<file path="src/smcg_consts.vh">
// constants for the sleep mode clock gating block
`ifndef SMCG_CONSTS_VH
`define SMCG_CONSTS_VH
// ****************************************
// sleep mode encodings
// ****************************************
`define SMCG_MODE_W        3
`define SMCG_MODE_IDLE     3'h0
`define SMCG_MODE_ADCNR    3'h1
`define SMCG_MODE_PDOWN    3'h2
`define SMCG_MODE_PSAVE    3'h3
`define SMCG_MODE_STBY     3'h6
`define SMCG_MODE_XSTBY    3'h7
// ****************************************
// enable vector bit positions
// ****************************************
`define SMCG_EN_W          8
`define SMCG_EN_CPU        0
`define SMCG_EN_SRAM       1
`define SMCG_EN_TMR        2
`define SMCG_EN_SPI        3
`define SMCG_EN_IRQ        4
`define SMCG_EN_ATMR       5
`define SMCG_EN_ADC        6
`define SMCG_EN_OSC        7
`define SMCG_EN_ALL        8'hFF
`define SMCG_EN_NONE       8'h00
// ****************************************
// reset filter and port defaults
// ****************************************
`define SMCG_RST_MIN_NS    2500
`define SMCG_CLK_NS        8
`define SMCG_PORT_W        48
`endif

</file>
<file path="src/smcg_top.v">
// sleep mode selection, unit clock enables and port reset tri-state
//
// Contract
// - six software selectable sleep modes
// - idle halts cpu only
// - power-down stops oscillator until interrupt/reset
// - power-save keeps asynchronous timer running
// - adc noise reduction keeps timer and adc
// - standby keeps oscillator running only
// - extended standby keeps oscillator and timer
// - power-on reset tri-states all port pins asynchronously; pin reset does it synchronously
// - long reset pin low forces reset
`timescale 1ns/1ns
`default_nettype none
`include "smcg_consts.vh"

module smcg_top #(
    parameter integer PORT_W  = `SMCG_PORT_W,      // general purpose pins
    parameter integer MIN_CYC = (`SMCG_RST_MIN_NS + `SMCG_CLK_NS - 1) / `SMCG_CLK_NS
) (
    input  wire                   clk,
    input  wire                   rstn,            // power-on reset, active low
    input  wire                   ext_rstn,        // reset pin, active low
    input  wire                   sleep_en,        // software allows sleep
    input  wire [`SMCG_MODE_W-1:0] sleep_mode,     // software mode field
    input  wire                   sleep_req,       // cpu executes sleep, pulse
    input  wire                   wake_irq,        // any enabled interrupt, level
    input  wire [PORT_W-1:0]      port_oe_req,     // port direction from port logic
    output reg  [`SMCG_EN_W-1:0]  clk_en_r,        // unit clock enables
    output reg                    cpu_run_r,       // cpu may execute
    output reg                    asleep_r,        // block is sleeping
    output reg  [`SMCG_MODE_W-1:0] mode_r,         // latched sleep mode
    output reg  [PORT_W-1:0]      port_oe_r,       // port output enables
    output reg                    sys_rst_r        // reset to rest of chip
);
    // ****************************************
    // states
    // ****************************************
    // run: cpu clocked and executing, sleep requests are looked at
    // sleep: the mode vector drives the enables until a wake is seen
    // wake: one cycle with every clock on and the cpu still held,
    // so gated units settle before the first instruction runs
    localparam [1:0] ST_RUN   = 2'b00;             // executing
    localparam [1:0] ST_SLEEP = 2'b01;             // sleeping
    localparam [1:0] ST_WAKE  = 2'b10;             // clocks back, cpu held

    reg [1:0] state_r;                             // current state
    reg [1:0] state_nxt;                           // next state
    wire      ext_rst;                             // filtered pin reset
    reg       wake_s1_r;                           // wake sync first stage
    reg       wake_s2_r;                           // wake sync second stage

    // enable vector kept in each mode
    // bit order follows the unit list: cpu, sram, timers, spi, irq,
    // async timer, adc, oscillator; a set bit keeps that unit clocked
    // deep modes drop the irq bit, so wake relies on the synchronised
    // wake input, which sits on the always-on clock of this block
    // reserved codes return all ones so a stray request never gates
    function [`SMCG_EN_W-1:0] mode_en;
        input [`SMCG_MODE_W-1:0] m;
        begin
            mode_en = `SMCG_EN_NONE;
            case (m)
                `SMCG_MODE_IDLE: begin
                    mode_en = `SMCG_EN_ALL;
                    mode_en[`SMCG_EN_CPU] = 1'b0;
                end
                `SMCG_MODE_ADCNR: begin
                    mode_en[`SMCG_EN_OSC]  = 1'b1;
                    mode_en[`SMCG_EN_ATMR] = 1'b1;
                    mode_en[`SMCG_EN_ADC]  = 1'b1;
                    mode_en[`SMCG_EN_IRQ]  = 1'b1;
                end
                `SMCG_MODE_PDOWN: begin
                    mode_en = `SMCG_EN_NONE;
                end
                `SMCG_MODE_PSAVE: begin
                    mode_en[`SMCG_EN_ATMR] = 1'b1;
                end
                `SMCG_MODE_STBY: begin
                    mode_en[`SMCG_EN_OSC] = 1'b1;
                end
                `SMCG_MODE_XSTBY: begin
                    mode_en[`SMCG_EN_OSC]  = 1'b1;
                    mode_en[`SMCG_EN_ATMR] = 1'b1;
                end
                default: begin
                    mode_en = `SMCG_EN_ALL;        // reserved codes do not sleep
                end
            endcase
        end
    endfunction

    // legal mode check
    function mode_ok;
        input [`SMCG_MODE_W-1:0] m;
        begin
            mode_ok = (m == `SMCG_MODE_IDLE) || (m == `SMCG_MODE_ADCNR) ||
                      (m == `SMCG_MODE_PDOWN) || (m == `SMCG_MODE_PSAVE) ||
                      (m == `SMCG_MODE_STBY) || (m == `SMCG_MODE_XSTBY);
        end
    endfunction

    // ****************************************
    // pin reset filter
    // ****************************************
    smcg_rst_filt #(
        .MIN_CYC (MIN_CYC),
        .CNT_W   (16)
    ) u_rst_filt (
        .clk       (clk),
        .rstn      (rstn),
        .ext_rstn  (ext_rstn),
        .ext_rst_r (ext_rst)
    );

    // wake source comes from asynchronous peripherals, synchronise it
    // the first stage is read only by the second, so a metastable
    // sample has a whole cycle to settle before the state machine
    // acts on it; this costs two cycles of wake latency
    always @(posedge clk or negedge rstn) begin
        if (!rstn) begin
            wake_s1_r <= 1'b0;
            wake_s2_r <= 1'b0;
        end else begin
            wake_s1_r <= wake_irq;
            wake_s2_r <= wake_s1_r;
        end
    end

    // ****************************************
    // sleep state machine
    // ****************************************
    // next state; a refused request (sleep not allowed, reserved code
    // or state_r not ST_RUN) leaves no trace, the cpu simply carries on
    // a wake seen while running is ignored, it only matters asleep
    // the wake state always lasts exactly one cycle
    always @* begin
        state_nxt = state_r;
        case (state_r)
            ST_RUN: begin
                if (sleep_req && sleep_en && mode_ok(sleep_mode)) begin
                    state_nxt = ST_SLEEP;
                end
            end
            ST_SLEEP: begin
                if (wake_s2_r) begin
                    state_nxt = ST_WAKE;
                end
            end
            ST_WAKE: begin
                state_nxt = ST_RUN;
            end
            default: begin
                state_nxt = ST_RUN;
            end
        endcase
    end

    // state, mode and enables; pin reset returns everything to run
    // the pin reset keeps the latched mode so it can still be read
    // after restart; sys_rst_r drops one cycle after the last source
    // clears, which gives the rest of the chip one clean edge of reset
    always @(posedge clk or negedge rstn) begin
        if (!rstn) begin
            state_r   <= ST_RUN;
            mode_r    <= `SMCG_MODE_IDLE;
            clk_en_r  <= `SMCG_EN_ALL;
            cpu_run_r <= 1'b0;
            asleep_r  <= 1'b0;
            sys_rst_r <= 1'b1;
        end else if (ext_rst) begin
            state_r   <= ST_RUN;
            clk_en_r  <= `SMCG_EN_ALL;
            cpu_run_r <= 1'b0;
            asleep_r  <= 1'b0;
            sys_rst_r <= 1'b1;
        end else begin
            state_r   <= state_nxt;
            sys_rst_r <= 1'b0;
            case (state_nxt)
                ST_SLEEP: begin
                    if (state_r == ST_RUN) begin
                        mode_r   <= sleep_mode;
                        clk_en_r <= mode_en(sleep_mode);
                    end
                    cpu_run_r <= 1'b0;
                    asleep_r  <= 1'b1;
                end
                ST_WAKE: begin
                    clk_en_r  <= `SMCG_EN_ALL; // clocks first
                    cpu_run_r <= 1'b0;
                    asleep_r  <= 1'b0;
                end
                default: begin
                    clk_en_r  <= `SMCG_EN_ALL;
                    cpu_run_r <= 1'b1;
                    asleep_r  <= 1'b0;
                end
            endcase
        end
    end

    // ****************************************
    // port output enables
    // ****************************************
    // async clear works with no clock; pin reset clears too
    // port_oe_req comes from logic that is itself held in reset, so it
    // is not trusted while sys_rst_r is high; pins stay released until
    // the cycle after the chip leaves reset
    always @(posedge clk or negedge rstn) begin
        if (!rstn) begin
            port_oe_r <= {PORT_W{1'b0}};
        end else if (ext_rst || sys_rst_r) begin
            port_oe_r <= {PORT_W{1'b0}};
        end else begin
            port_oe_r <= port_oe_req;
        end
    end
endmodule // smcg_top
`default_nettype wire

</file>
<file path="src/smcg_rst_filt.v">
// external reset pin synchroniser and minimum pulse filter
`timescale 1ns/1ns
`default_nettype none
`include "smcg_consts.vh"

module smcg_rst_filt #(
    parameter integer MIN_CYC = 313,     // cycles a low pin must last
    parameter integer CNT_W   = 16       // counter width
) (
    input  wire             clk,
    input  wire             rstn,
    input  wire             ext_rstn,    // raw reset pin, active low
    output reg              ext_rst_r    // filtered reset request
);
    // ****************************************
    // synchroniser and counter
    // ****************************************
    reg             sync1_r;             // first stage, read only by second
    reg             sync2_r;             // second stage
    reg [CNT_W-1:0] cnt_r;               // low-time counter

    // two-stage synchroniser
    always @(posedge clk or negedge rstn) begin
        if (!rstn) begin
            sync1_r <= 1'b1;
            sync2_r <= 1'b1;
        end else begin
            sync1_r <= ext_rstn;
            sync2_r <= sync1_r;
        end
    end

    // only a low long enough raises the request
    always @(posedge clk or negedge rstn) begin
        if (!rstn) begin
            cnt_r     <= {CNT_W{1'b0}};
            ext_rst_r <= 1'b0;
        end else if (sync2_r) begin
            // pin high: short pulses are dropped
            cnt_r     <= {CNT_W{1'b0}};
            ext_rst_r <= 1'b0;
        end else if (cnt_r >= MIN_CYC[CNT_W-1:0] - 1'b1) begin
            ext_rst_r <= 1'b1;
        end else begin
            cnt_r <= cnt_r + 1'b1;
        end
    end
endmodule // smcg_rst_filt
`default_nettype wire

</file>
<file path="config.mk">
export PLATFORM = sky130hd
export DESIGN_NAME = smcg_top
export DESIGN_NICKNAME = d
export VERILOG_FILES = /design/src/smcg_top.v /design/src/smcg_rst_filt.v
export VERILOG_INCLUDE_DIRS = /design/src
export SDC_FILE = /design/constraint.sdc
export NUM_CORES = 1
export LEC_CHECK = 0
export BUFFER_PORTS_ARGS = -buffer_cell sky130_fd_sc_hd__buf_2
export CAP_MARGIN = 20
export CORE_ASPECT_RATIO = 0.5
export CORE_MARGIN = 4
export CORE_UTILIZATION = 51
export DETAILED_ROUTE_END_ITERATION = 16
export GPL_ROUTABILITY_DRIVEN = 0
export PLACE_DENSITY = 0.94
export SLEW_MARGIN = 5
export SYNTH_ARGS = -nofsm -noshare
export SYNTH_HDL_FRONTEND = slang
export SYNTH_SLANG_ARGS = --single-unit
</file>
<file path="constraint.sdc">
create_clock -name clk -period 3.7 [get_ports clk]
set_input_delay 0.185 -clock clk [delete_from_list [all_inputs] [get_ports clk]]
set_output_delay 0.185 -clock clk [all_outputs]
set_load 0.05 [all_outputs]
</file>
Yosys cells after proc, flatten, opt, wreduce, memory -nomap -nowiden:

Index checks and enable logic that the tools add are counted.

* divide/modulo/power cells: 0
* order comparisons: 1
* shifts and indexed selects: 0
* reductions and logical operators: 17
* multiply operators: 0
* bitwise operators: 1
* equality and inequality tests: 10
* multiplexer cells: 21
* add/subtract/negate cells: 1

Operator list (count)
* 2-to-1 mux 48 bit: 1
* 2-to-1 mux 16 bit: 2
* 2-to-1 mux 8 bit: 3
* adder 16 x 1 -> 16 bit, second input constant: 1
* >= comparator 16 x 9 -> 1 bit, second input constant: 1
* 2-to-1 mux 1 bit: 10
* case mux 4 bit (2 select lines): 1
* equality test 3 x 2 -> 1 bit, second input constant: 2
* equality test 3 bit, second input constant: 2
* logical OR 1 bit: 6
* 2-to-1 mux 2 bit: 3
* OR reduction 2 bit: 3
* OR reduction 5 bit: 1
* equality test 2 x 1 -> 1 bit, second input constant: 2
* case mux 2 bit (2 select lines): 1
* OR reduction 4 bit: 1
* equality test 3 x 1 -> 1 bit, second input constant: 1
* logical NOT 3 bit: 1
* != test 3 x 2 -> 1 bit, second input constant: 1
* AND reduction 3 bit: 1
* equality test 2 bit, second input constant: 1
* logical AND 1 bit: 2
* logical NOT 2 bit: 1
* != test 2 x 1 -> 1 bit, second input constant: 1
* 2 further kinds: 2

* RAM bits: 0
* memories: 0
* output and inout port bits: 62
* ROM bits: 0
* register bits after elaboration: 85
* latch bits: 0

Logic depth before layout (Yosys ltp):

Gate-level depths: netlist of run 1.

* depth in word-level cells: 13
* depth in mapped cells: 8
* mapped depth without buffers: 8

Modules after synthesis:

A second synthesis of run 1 with hierarchy kept.

* cell total of the unflattened synthesis: 223
* area, all modules: 2977.9 um^2

By module, submodules not included
* smcg_top: seq. area each 1584.0 um^2, instances 1, area each 2160.8 um^2, cells each 152
* smcg_rst_filt: seq. area each 478.0 um^2, instances 1, area each 817.0 um^2, cells each 71

Least setup slack after synthesis of run 1:

Ideal clock, no wire load.

* path type: register to register
* start: register state_r[0]
* end: register mode_r[0]
* setup slack: 1882 ps
* path buffers: 0
* cell stages (with the launch flop): 7
* clock period less this slack: 1818 ps
* required time: 3575 ps
* data arrival time: 1693 ps
* setup time: 125 ps
* path through: dfrtp_1 > nand4b_1 > a21oi_1 > ha_1 > nor2b_1 > nor3b_2 > mux2_2

* word-level cells in the longest chain between the ends: 4

RTL lines
* start: declaration: RTL line smcg_top.v:47 `reg [1:0] state_r;`
* start signal: assignment: RTL line smcg_top.v:179 `state_r <= state_nxt;`
* equality test 2 x 1 -> 1 bit, or another cell as far along: RTL line smcg_top.v:140 `case (state_r)`
* case mux 2 bit (2 select lines): RTL line smcg_top.v:140
* equality test 2 x 1 -> 1 bit: RTL line smcg_top.v:181 `case (state_nxt)`
* AND reduction 3 bit (no line) *
* end signal: assignment: RTL line smcg_top.v:167 `` mode_r <= `SMCG_MODE_IDLE; ``
* end signal: assignment: RTL line smcg_top.v:184 `mode_r <= sleep_mode;`
* end: declaration: RTL line smcg_top.v:32 `` output reg [`SMCG_MODE_W-1:0] mode_r, ``

Mark *: on every way between the ends. The rest lies on a longest branch, timed or not.
A chain may end at the register's enable or synchronous reset.

Worst setup path after layout of run 1:

Same ends and word-level chain as after synthesis.

==> impl_metrics.json, run 1 <==
{
  "synth_top_family_by_area": "simple AND/OR/NAND/NOR gates",
  "drive_gt1_frac": 0.442,
  "grt_pass1_wl_mm": 10.9,
  "clk_pin_slew_ns": 0.06,
  "internal_power_mw": 1.56,
  "switching_share": 0.287,
  "dp_slack_ns": 1.55,
  "pwr-share-seq": 0.451,
  "grt_start_max_net_pins": 83,
  "critPathMaxFanout": 6,
  "synth_simple_gate_area_frac": 0.186,
  "drv_slew": 0,
  "grt_usage": 0.207,
  "drc": 0,
  "yosysSeqAreaShare": 0.694,
  "p_leak_nw": 1.92,
  "p_per_area_nw_per_um2": 555,
  "area_delta_synth_final_pct": 32.5,
  "rsz0062_at_grt": "no",
  "endpoint_kind": "flop",
  "hold_path_class": "primary input to async pin",
  "crit_required_ns": 3.91,
  "holdWs_ns": 0.00344,
  "synth_mux_area_frac": 0.0223,
  "ys_ff_latch": 82,
  "clock_sinks": 82,
  "h-tree-depth": 3,
  "io_pins": 119,
  "synth_area_per_cell_sq_um": 13.6,
  "netlist_area_sq_um": 2970,
  "worstPathArrival_ns": 2.47,
  "via_per_inst": 4.97,
  "final_hold_viol_count": 0,
  "seqCellArea_sq_um": 2060,
  "finalPower_mw": 2.18,
  "fmax_mhz": 444,
  "multi_input_area_sq_um": 842,
  "setup_tns_ns": 0,
  "fin_area_sq_um": 3930,
  "fillers": 358,
  "ir_drop_mv": 0.407,
  "drt_iter0_drc": 77,
  "power_frac_comb": 0.165,
  "post_cts_buffers": 0,
  "setup-violations-final": 0,
  "clkPwrFrac": 0.383,
  "synthArstFlopShare": 1.00,
  "synth_adder_area_share": 0.0126,
  "grt_pass1_vias": 2248,
  "final_antenna_net_count": 0,
  "postLayoutSetupSlackWorst_ns": 1.45,
  "port_buffers": 118,
  "slew_headroom": 0.346,
  "core-area_sq_um": 5560,
  "cts_tree": "yes",
  "period_minus_slack_ns": 2.25,
  "root_buffer": "clkbuf_16",
  "die_width_um": 116,
  "drtPass1Iterations": 4,
  "synth_compound_gate_area_share": 0.0497,
  "startpoint_type": "flop",
  "status": "completed",
  "ys.warnings.count": 0,
  "dp_hpwl_mm": 4.76,
  "vias": 2083,
  "fp.dieArea_sq_um": 7180,
  "final_common_cell": "buf_2",
  "num_rows": 19,
  "syn_inst": 219,
  "critPathKind": "flop to flop",
  "switchingPower_mw": 0.628,
  "synth_ff_type": "dfrtp_1",
  "grt_overflow": 0,
  "antenna_cells": 0,
  "ys_types": 33,
  "die_y_um": 62.0,
  "clock_latency_ns": 0.33,
  "layout_common_cells": "buf_2 (117), dfrtp_1 (74), and2_1 (49), nor2_1 (13), nor2b_1 (13)",
  "clock_path_buffers": 2,
  "fin_worst_skew_ns": 0.00434,
  "cts_hold_buf": 2,
  "wl_per_cell_um": 16.7,
  "synth_xor_area_frac": 0.0118,
  "finalNetCount": 401,
  "tightest_slew_ns": 0.981,
  "cts-resized-gates": 0,
  "synth-edff-count": 0,
  "cts_made_buffers": 9,
  "syn-num-nets": 279,
  "start_util": 0.534,
  "placed_cell_area_sq_um": 3620,
  "wl_mm": 6.99,
  "antenna_found_initial": 0,
  "fin_crit_sh": 0.609,
  "drv_cap": 0
}
## worst paths after layout
kind | startpoint | to | slack, ns | depth (start not counted)
min in group clk | port_oe_req[28] | port_oe_r[28] | 0.06 | 2
max in group asynchronous | rstn | port_oe_r[22] | 3.05 | 1
min reg2reg | wake_s1_r | wake_s2_r | 0.35 | 0
min | rstn | u_rst_filt.cnt_r[7] | 0.003 | 1
max | state_r[0] | mode_r[0] | 1.45 | 6
max reg2reg | state_r[0] | mode_r[0] | 1.45 | 6
## sequential cells by signal (all words and copies together) (netlist names)
register and cells:
asleep_r 1, u_rst_filt.ext_rst_r 1, sys_rst_r 1, clk_en_r 5, state_r 2, u_rst_filt.cnt_r 16
u_rst_filt.sync1_r 1, mode_r 3, cpu_run_r 1, port_oe_r 48, wake_s1_r 1, u_rst_filt.sync2_r 1
wake_s2_r 1
## power by group through the flow
| stage | registers, mW | logic, mW | clock network, mW |
|---|---|---|---|
| global route | 0.993 | 0.380 | 0.894 |
| CTS | 0.986 | 0.364 | 0.852 |
| finish | 0.986 | 0.361 | 0.837 |
| detailed placement | 1.00 | 0.359 | 0 |
| floorplan | 1.17 | 0.0702 | 0 |
| global placement | 0.997 | 0.348 | 0 |
## synthesized netlist by cell type, types with 3 or more instances
library cell  count  area, sq um
inv_1             5         18.8
dfstp_2           8          210
clkbuf_1          6         22.5
xnor2_1           4         35.0
ha_1              3         37.5
buf_4             3         22.5
o21ai_0           3         15.0
nor2_1           14         52.6
a2111oi_2         3         45.0
mux2_1            3         33.8
nor2b_1          13         81.3
a21oi_1           3         15.0
nand3_1           4         20.0
dfrtp_1          74         1850
and2_1           49          307
## metrics by stage
step / instances / util
CTS: 419 / 0.707
detailed placement: 401 / 0.651
global placement: 400 / 0.648
floorplan: 219 / -
finish: 419 / 0.707
global route: 419 / 0.707
## area by class of cell
cell class | instances | share of cell area
well taps | 73 | 0.0232
inverters | 5 | 0.00477
multi-input cells | 122 | 0.214
clock buffers | 12 | 0.0677
clock inverters | 4 | 0.00636
repair buffers | 121 | 0.160
flip-flops and latches | 82 | 0.524
## worst max-delay path, cell delays in order, from the launching register on
cell and delay [ns]:
dfrtp_1 0.42, nand4b_1 0.22, a21oi_1 0.28, ha_1 0.19, nor2b_1 0.24, nor3b_2 0.41, mux2_2 0.39
## cell families (layout without fill, tap and decap cells)
| group | count (synthesis) | in the layout |
|---|---|---|
| DFF | 82 | 82 |
| and+or+nand+nor | 93 | 93 |
| buffers and inverters | 15 | 142 |
| AOI/OAI and AO/OA | 16 | 16 |
| adders and majority gates | 3 | 3 |
| xor gates and xnor gates | 4 | 4 |
| muxes | 6 | 6 |
## metal layers
| metal | up-vias | part of all wire | track usage |
|---|---|---|---|
| li1 | 950 | - | - |
| met1 | 1024 | 0.37 | 0.221 |
| met2 | 78 | 0.54 | 0.369 |
| met3 | 31 | 0.052 | 0.0764 |
| met4 | 0 | 0.043 | 0.117 |
| met5 | - | 0 | 0 |
Note: power is estimated with default switching activity, not from simulation.
==> run 2, diff against run 1 <==
- CORE_UTILIZATION: 51 -> 43
- PLACE_DENSITY: 0.94 -> 0.85
- clock period: 3.7 -> 1.82 ns (I/O delays scaled with it)
==> impl_metrics.json, run 2 (synthesis results as in run 1) <==
{
  "r2r-end": "mode_r[0]",
  "cts_made_buffers": 9,
  "fp.dieArea_sq_um": 8380,
  "antenna_cells": 0,
  "period_minus_slack_ns": 1.87,
  "grt_usage": 0.216,
  "rr_worst_depth": 6,
  "critPathKind": "flop to flop",
  "antenna_found_initial": 0,
  "met1_length_mm": 3.42,
  "wl_mm": 8.88,
  "core-area_sq_um": 6700,
  "crit_required_ns": 2.03,
  "endpoint_kind": "flop",
  "whs_path_depth": 2,
  "via_per_inst": 4.85,
  "dp_hpwl_mm": 4.81,
  "drive_gt1_frac": 0.416,
  "grt_start_max_net_pins": 50,
  "power_frac_comb": 0.187,
  "drt_iter0_drc": 95,
  "critPathMaxFanout": 4,
  "grt_overflow": 0,
  "clock_sinks": 82,
  "internal_power_mw": 3.26,
  "placed_cell_area_sq_um": 3690,
  "layout_common_cells": "buf_2 (117), dfrtp_1 (74), dlygate4sd3_1 (50), and2_1 (49)",
  "clkPwrFrac": 0.375,
  "drv_cap": 0,
  "root_buffer": "clkbuf_16",
  "drv_slew": 0,
  "startpoint_type": "flop",
  "fin_worst_skew_ns": 0.00748,
  "top_regs": "port_oe_r: 48 flops, u_rst_filt.cnt_r: 16 flops, clk_en_r: 5 flops",
  "start_util": 0.443,
  "clk_pin_slew_ns": 0.06,
  "min_to": "port_oe_r[13]",
  "dr_wl_met2_mm": 4.76,
  "num_rows": 21,
  "pwr-share-seq": 0.438,
  "tightest_slew_ns": 0.452,
  "switchingPower_mw": 1.33,
  "final_hold_viol_count": 0,
  "min_from": "port_oe_req[13]",
  "setup-violations-final": 6,
  "p_leak_nw": 2.16,
  "die_y_um": 66.8,
  "largest-register": "port_oe_r",
  "io_pins": 119,
  "worstPathArrival_ns": 2.09,
  "top_layer": "met4",
  "hold_path_class": "primary input to flop",
  "largest_reg_flops": 48,
  "port_buffers": 118,
  "grt_pass1_vias": 2594,
  "ff2ff_setup_slack_ns": -0.05,
  "fin_crit_sh": 1.03,
  "dr_wl_met3_um": 273,
  "slew_headroom": 0.699,
  "h-tree-depth": 3,
  "final_common_cell": "buf_2",
  "wl_per_cell_um": 18.0,
  "clock_latency_ns": 0.33,
  "final_antenna_net_count": 0,
  "rr_startpoint": "state_r[0]",
  "cts_tree": "yes",
  "vias": 2390,
  "drc": 0,
  "switching_share": 0.291,
  "violations": "setup timing",
  "p_per_area_nw_per_um2": 1010,
  "ir_drop_mv": 0.497,
  "fillers": 431,
  "area_delta_synth_final_pct": 53.1,
  "postLayoutSetupSlackWorst_ns": -0.0514,
  "fmax_mhz": 534,
  "clock_path_buffers": 2,
  "die_width_um": 126,
  "fin_area_sq_um": 4550,
  "setup_tns_ns": -0.204,
  "finalNetCount": 456,
  "drtPass1Iterations": 4,
  "grt_pass1_wl_mm": 13.7,
  "rsz0062_at_grt": "yes",
  "status": "complete, but fails checks"
}
-- run 2: cell type report --
class / instances / area [sq um] / area share
Clock buffer: 12 / 267 / 0.0586
Clock inverter: 4 / 25.0 / 0.00550
Tap cell: 92 / 115 / 0.0253
Timing Repair Buffer: 176 / 1170 / 0.257
Inverter: 5 / 18.8 / 0.00413
Multi-Input combinational cell: 122 / 890 / 0.196
Sequential cell: 82 / 2060 / 0.453
-- run 2: critical path, stage by stage (launching register included) --
cell and delay, ns:
dfrtp_1 0.40, nand4b_1 0.21, a21oi_2 0.20, ha_2 0.19, nor2b_4 0.14, nor3b_4 0.25
mux2_2 0.36
-- run 2: metrics by stage --
step	setup slack [ns]	cells	power [mW]	utilization	hold WS, ns
2_1_floorplan	0.00172	219	2.53	-	-0.205
3_3_place_gp	-0.0190	425	2.75	0.551	0.0599
4_1_cts	0.00599	492	4.58	0.672	0.00213
3_5_place_dp	-0.118	425	2.77	0.551	0.0661
5_1_grt	-0.128	493	4.76	0.679	0.0312
6_report	-0.0514	493	4.59	0.679	0.0279
-- run 2: worst max-delay path by stage --
stage                           from     endpoint  slack, ns
after floorplan           state_r[0]    mode_r[0]      0.002
after global placement    state_r[0]    mode_r[0]      -0.02
after detailed placement  state_r[0]    mode_r[0]      -0.12
after CTS                 state_r[0]    mode_r[0]      0.006
after global routing      state_r[0]  clk_en_r[7]      -0.13
final                     state_r[0]    mode_r[0]      -0.05
-- run 2: power by group through the flow --
stage               sequential [mW]  clock [mW]  combinational, mW
finish                         2.01        1.72              0.861
global route                   2.02        1.83              0.903
CTS                            2.01        1.73              0.840
detailed placement             2.03           0              0.741
global placement               2.03           0              0.726
floorplan                      2.38           0              0.143
-- run 2: routing by layer --
| layer | up-vias | GRT usage |
|---|---|---|
| li1 | 1059 | - |
| met1 | 1226 | 0.240 |
| met2 | 70 | 0.394 |
| met3 | 35 | 0.0504 |
| met4 | 0 | 0.118 |
| met5 | - | 0 |
-- run 2: timing repair --
action / 4_1_cts / 5_1_grt
setup buffers: 1 / 1
hold buffers: 50 / 0
hold endpoints to repair: 81 / 0
pin swaps: 1 / 2
resized for setup: 3 / 10
endpoints found under the setup margin: 7 / 13
==> run 3, diff against run 2 <==
- CORE_MARGIN: 4 -> 2
- PLACE_DENSITY: 0.85 -> default
- PLACE_DENSITY_LB_ADDON: default -> 0.05
==> impl_metrics.json, run 3 (synthesis results as in run 1) <==
{
  "final_hold_viol_count": 0,
  "port_buffers": 118,
  "dp_hpwl_mm": 4.13,
  "hold_path_class": "primary input to flop",
  "internal_power_mw": 3.32,
  "drive_gt1_frac": 0.402,
  "power_frac_comb": 0.182,
  "die_y_um": 62.8,
  "setup_tns_ns": 0,
  "worstPathArrival_ns": 2.02,
  "tightest_slew_ns": 0.613,
  "clock_latency_ns": 0.33,
  "final_common_cell": "buf_2",
  "drt_iter0_drc": 95,
  "ir_drop_mv": 0.741,
  "status": "completed",
  "clkPwrFrac": 0.379,
  "drv_cap": 0,
  "crit_chain": "nand4b_1, a21oi_2, ha_1, nor2b_4, nor3b_4, mux2_2",
  "clock_sinks": 82,
  "die_width_um": 122,
  "critPathMaxFanout": 4,
  "finalPower_mw": 4.57,
  "p_per_area_nw_per_um2": 1010,
  "cts_tree": "yes",
  "startpoint_type": "flop",
  "pwr-share-seq": 0.438,
  "drc": 0,
  "grt_start_max_net_pins": 49,
  "slowest_delay_ns": 0.39,
  "grt_overflow": 0,
  "grt_pass1_vias": 2325,
  "crit_required_ns": 2.03,
  "area_delta_synth_final_pct": 52.5,
  "finalNetCount": 459,
  "p_leak_nw": 2.17,
  "rr_worst_depth": 6,
  "switching_share": 0.274,
  "slew_headroom": 0.587,
  "cts_made_buffers": 9,
  "clk_pin_slew_ns": 0.05,
  "place_inst": 429,
  "drv_slew": 0,
  "top_regs": "port_oe_r: 48 flops, u_rst_filt.cnt_r: 16 flops, clk_en_r: 5 flops",
  "start_util": 0.445,
  "vias": 2172,
  "fp.dieArea_sq_um": 7630,
  "setup-violations-final": 0,
  "antenna_found_initial": 0,
  "fin_worst_skew_ns": 0.00338,
  "fmax_mhz": 553,
  "grt_usage": 0.193,
  "whs_path_depth": 2,
  "critical_path_buf_inv_count": 0,
  "final_antenna_net_count": 0,
  "endpoint_kind": "flop",
  "num_rows": 21,
  "critPathKind": "flop to flop",
  "cp.depth": 6,
  "rsz0062_at_grt": "yes",
  "root_buffer": "clkbuf_16",
  "via_per_inst": 4.39,
  "clock_path_buffers": 2,
  "largest_reg_flops": 48,
  "fin_crit_sh": 0.993,
  "period_minus_slack_ns": 1.81,
  "grt_pass1_wl_mm": 11.1,
  "critical-path-slowest-cell": "dfrtp_1",
  "antenna_cells": 0,
  "largest-register": "port_oe_r",
  "io_pins": 119,
  "h-tree-depth": 3,
  "path_delay_family": "simple AND/OR/NAND/NOR gates",
  "drtPass1Iterations": 4,
  "wl_mm": 6.56,
  "core-area_sq_um": 6670,
  "layout_common_cells": "buf_2 (117), dfrtp_1 (74), dlygate4sd3_1 (51), and2_1 (49)",
  "switchingPower_mw": 1.25,
  "stdcell_count": 495,
  "wl_per_cell_um": 13.3
}
[run 3: cell types whose count changed in the layout (fill, tap and decap cells not counted), moves of 2 or more]
cell and change:
clkbuf_8 -2, o21ai_0 +2, clkinvlp_4 -2, clkbuf_1 +2, buf_4 +4
[run 3: stage by stage]
stage               area, sq um  hold slack (ns)   util  setup WS, ns
finish                     4530           0.0328  0.678        0.0126
global route               4530           0.0301  0.678       -0.0861
CTS                        4520           0.0184  0.677        0.0128
detailed placement         3710            0.107  0.555       -0.0550
global placement           3710           0.0939  0.555        0.0370
floorplan                  2970           -0.205      -       0.00172
[run 3: metal layers]
metal | global-route usage | part of all wire
met4 | 0.0517 | 0.011
met3 | 0.0912 | 0.078
met5 | 0 | 0
met2 | 0.311 | 0.49
met1 | 0.235 | 0.42
[run 3: final cells by class]
cell class	instances	area [sq um]
flip-flops and latches	82	2060
multi-input cells	122	866
inverters	5	18.8
repair buffers	179	1180
fillers	493	2150
clock buffers	12	246
clock inverters	3	40.0
well taps	92	115
[run 3: power by group through the flow]
stage / Combinational [mW] / Clock, mW / Sequential, mW
2_1_floorplan: 0.143 / 0 / 2.38
3_3_place_gp: 0.731 / 0 / 2.03
3_5_place_dp: 0.735 / 0 / 2.03
4_1_cts: 0.827 / 1.78 / 2.00
5_1_grt: 0.885 / 1.86 / 2.01
6_report: 0.833 / 1.73 / 2.00
[run 3: final timing paths]
check                              start          end  slack [ns]
min in group asynchronous           rstn    mode_r[1]        0.28
setup / recovery              state_r[0]    mode_r[0]        0.01
hold / removal             sleep_mode[0]  clk_en_r[5]        0.03
setup reg to reg              state_r[0]    mode_r[0]        0.01
hold reg to reg                wake_s1_r    wake_s2_r        0.35
max in group asynchronous           rstn    sys_rst_r        0.85
[run 3: timing repair]
item                       4_1_cts  5_1_grt
pin swaps                        1        0
setup endpoints to repair        4        9
resized for setup                3        3
hold endpoints to repair        81        0
buffers inserted                 0        0
hold buffers                    51        0
[run 3: worst register-to-register path: stages (launching register included)]
cell	delay, ns
dfrtp_1	0.39
nand4b_1	0.20
a21oi_2	0.16
ha_1	0.16
nor2b_4	0.14
nor3b_4	0.27
mux2_2	0.37
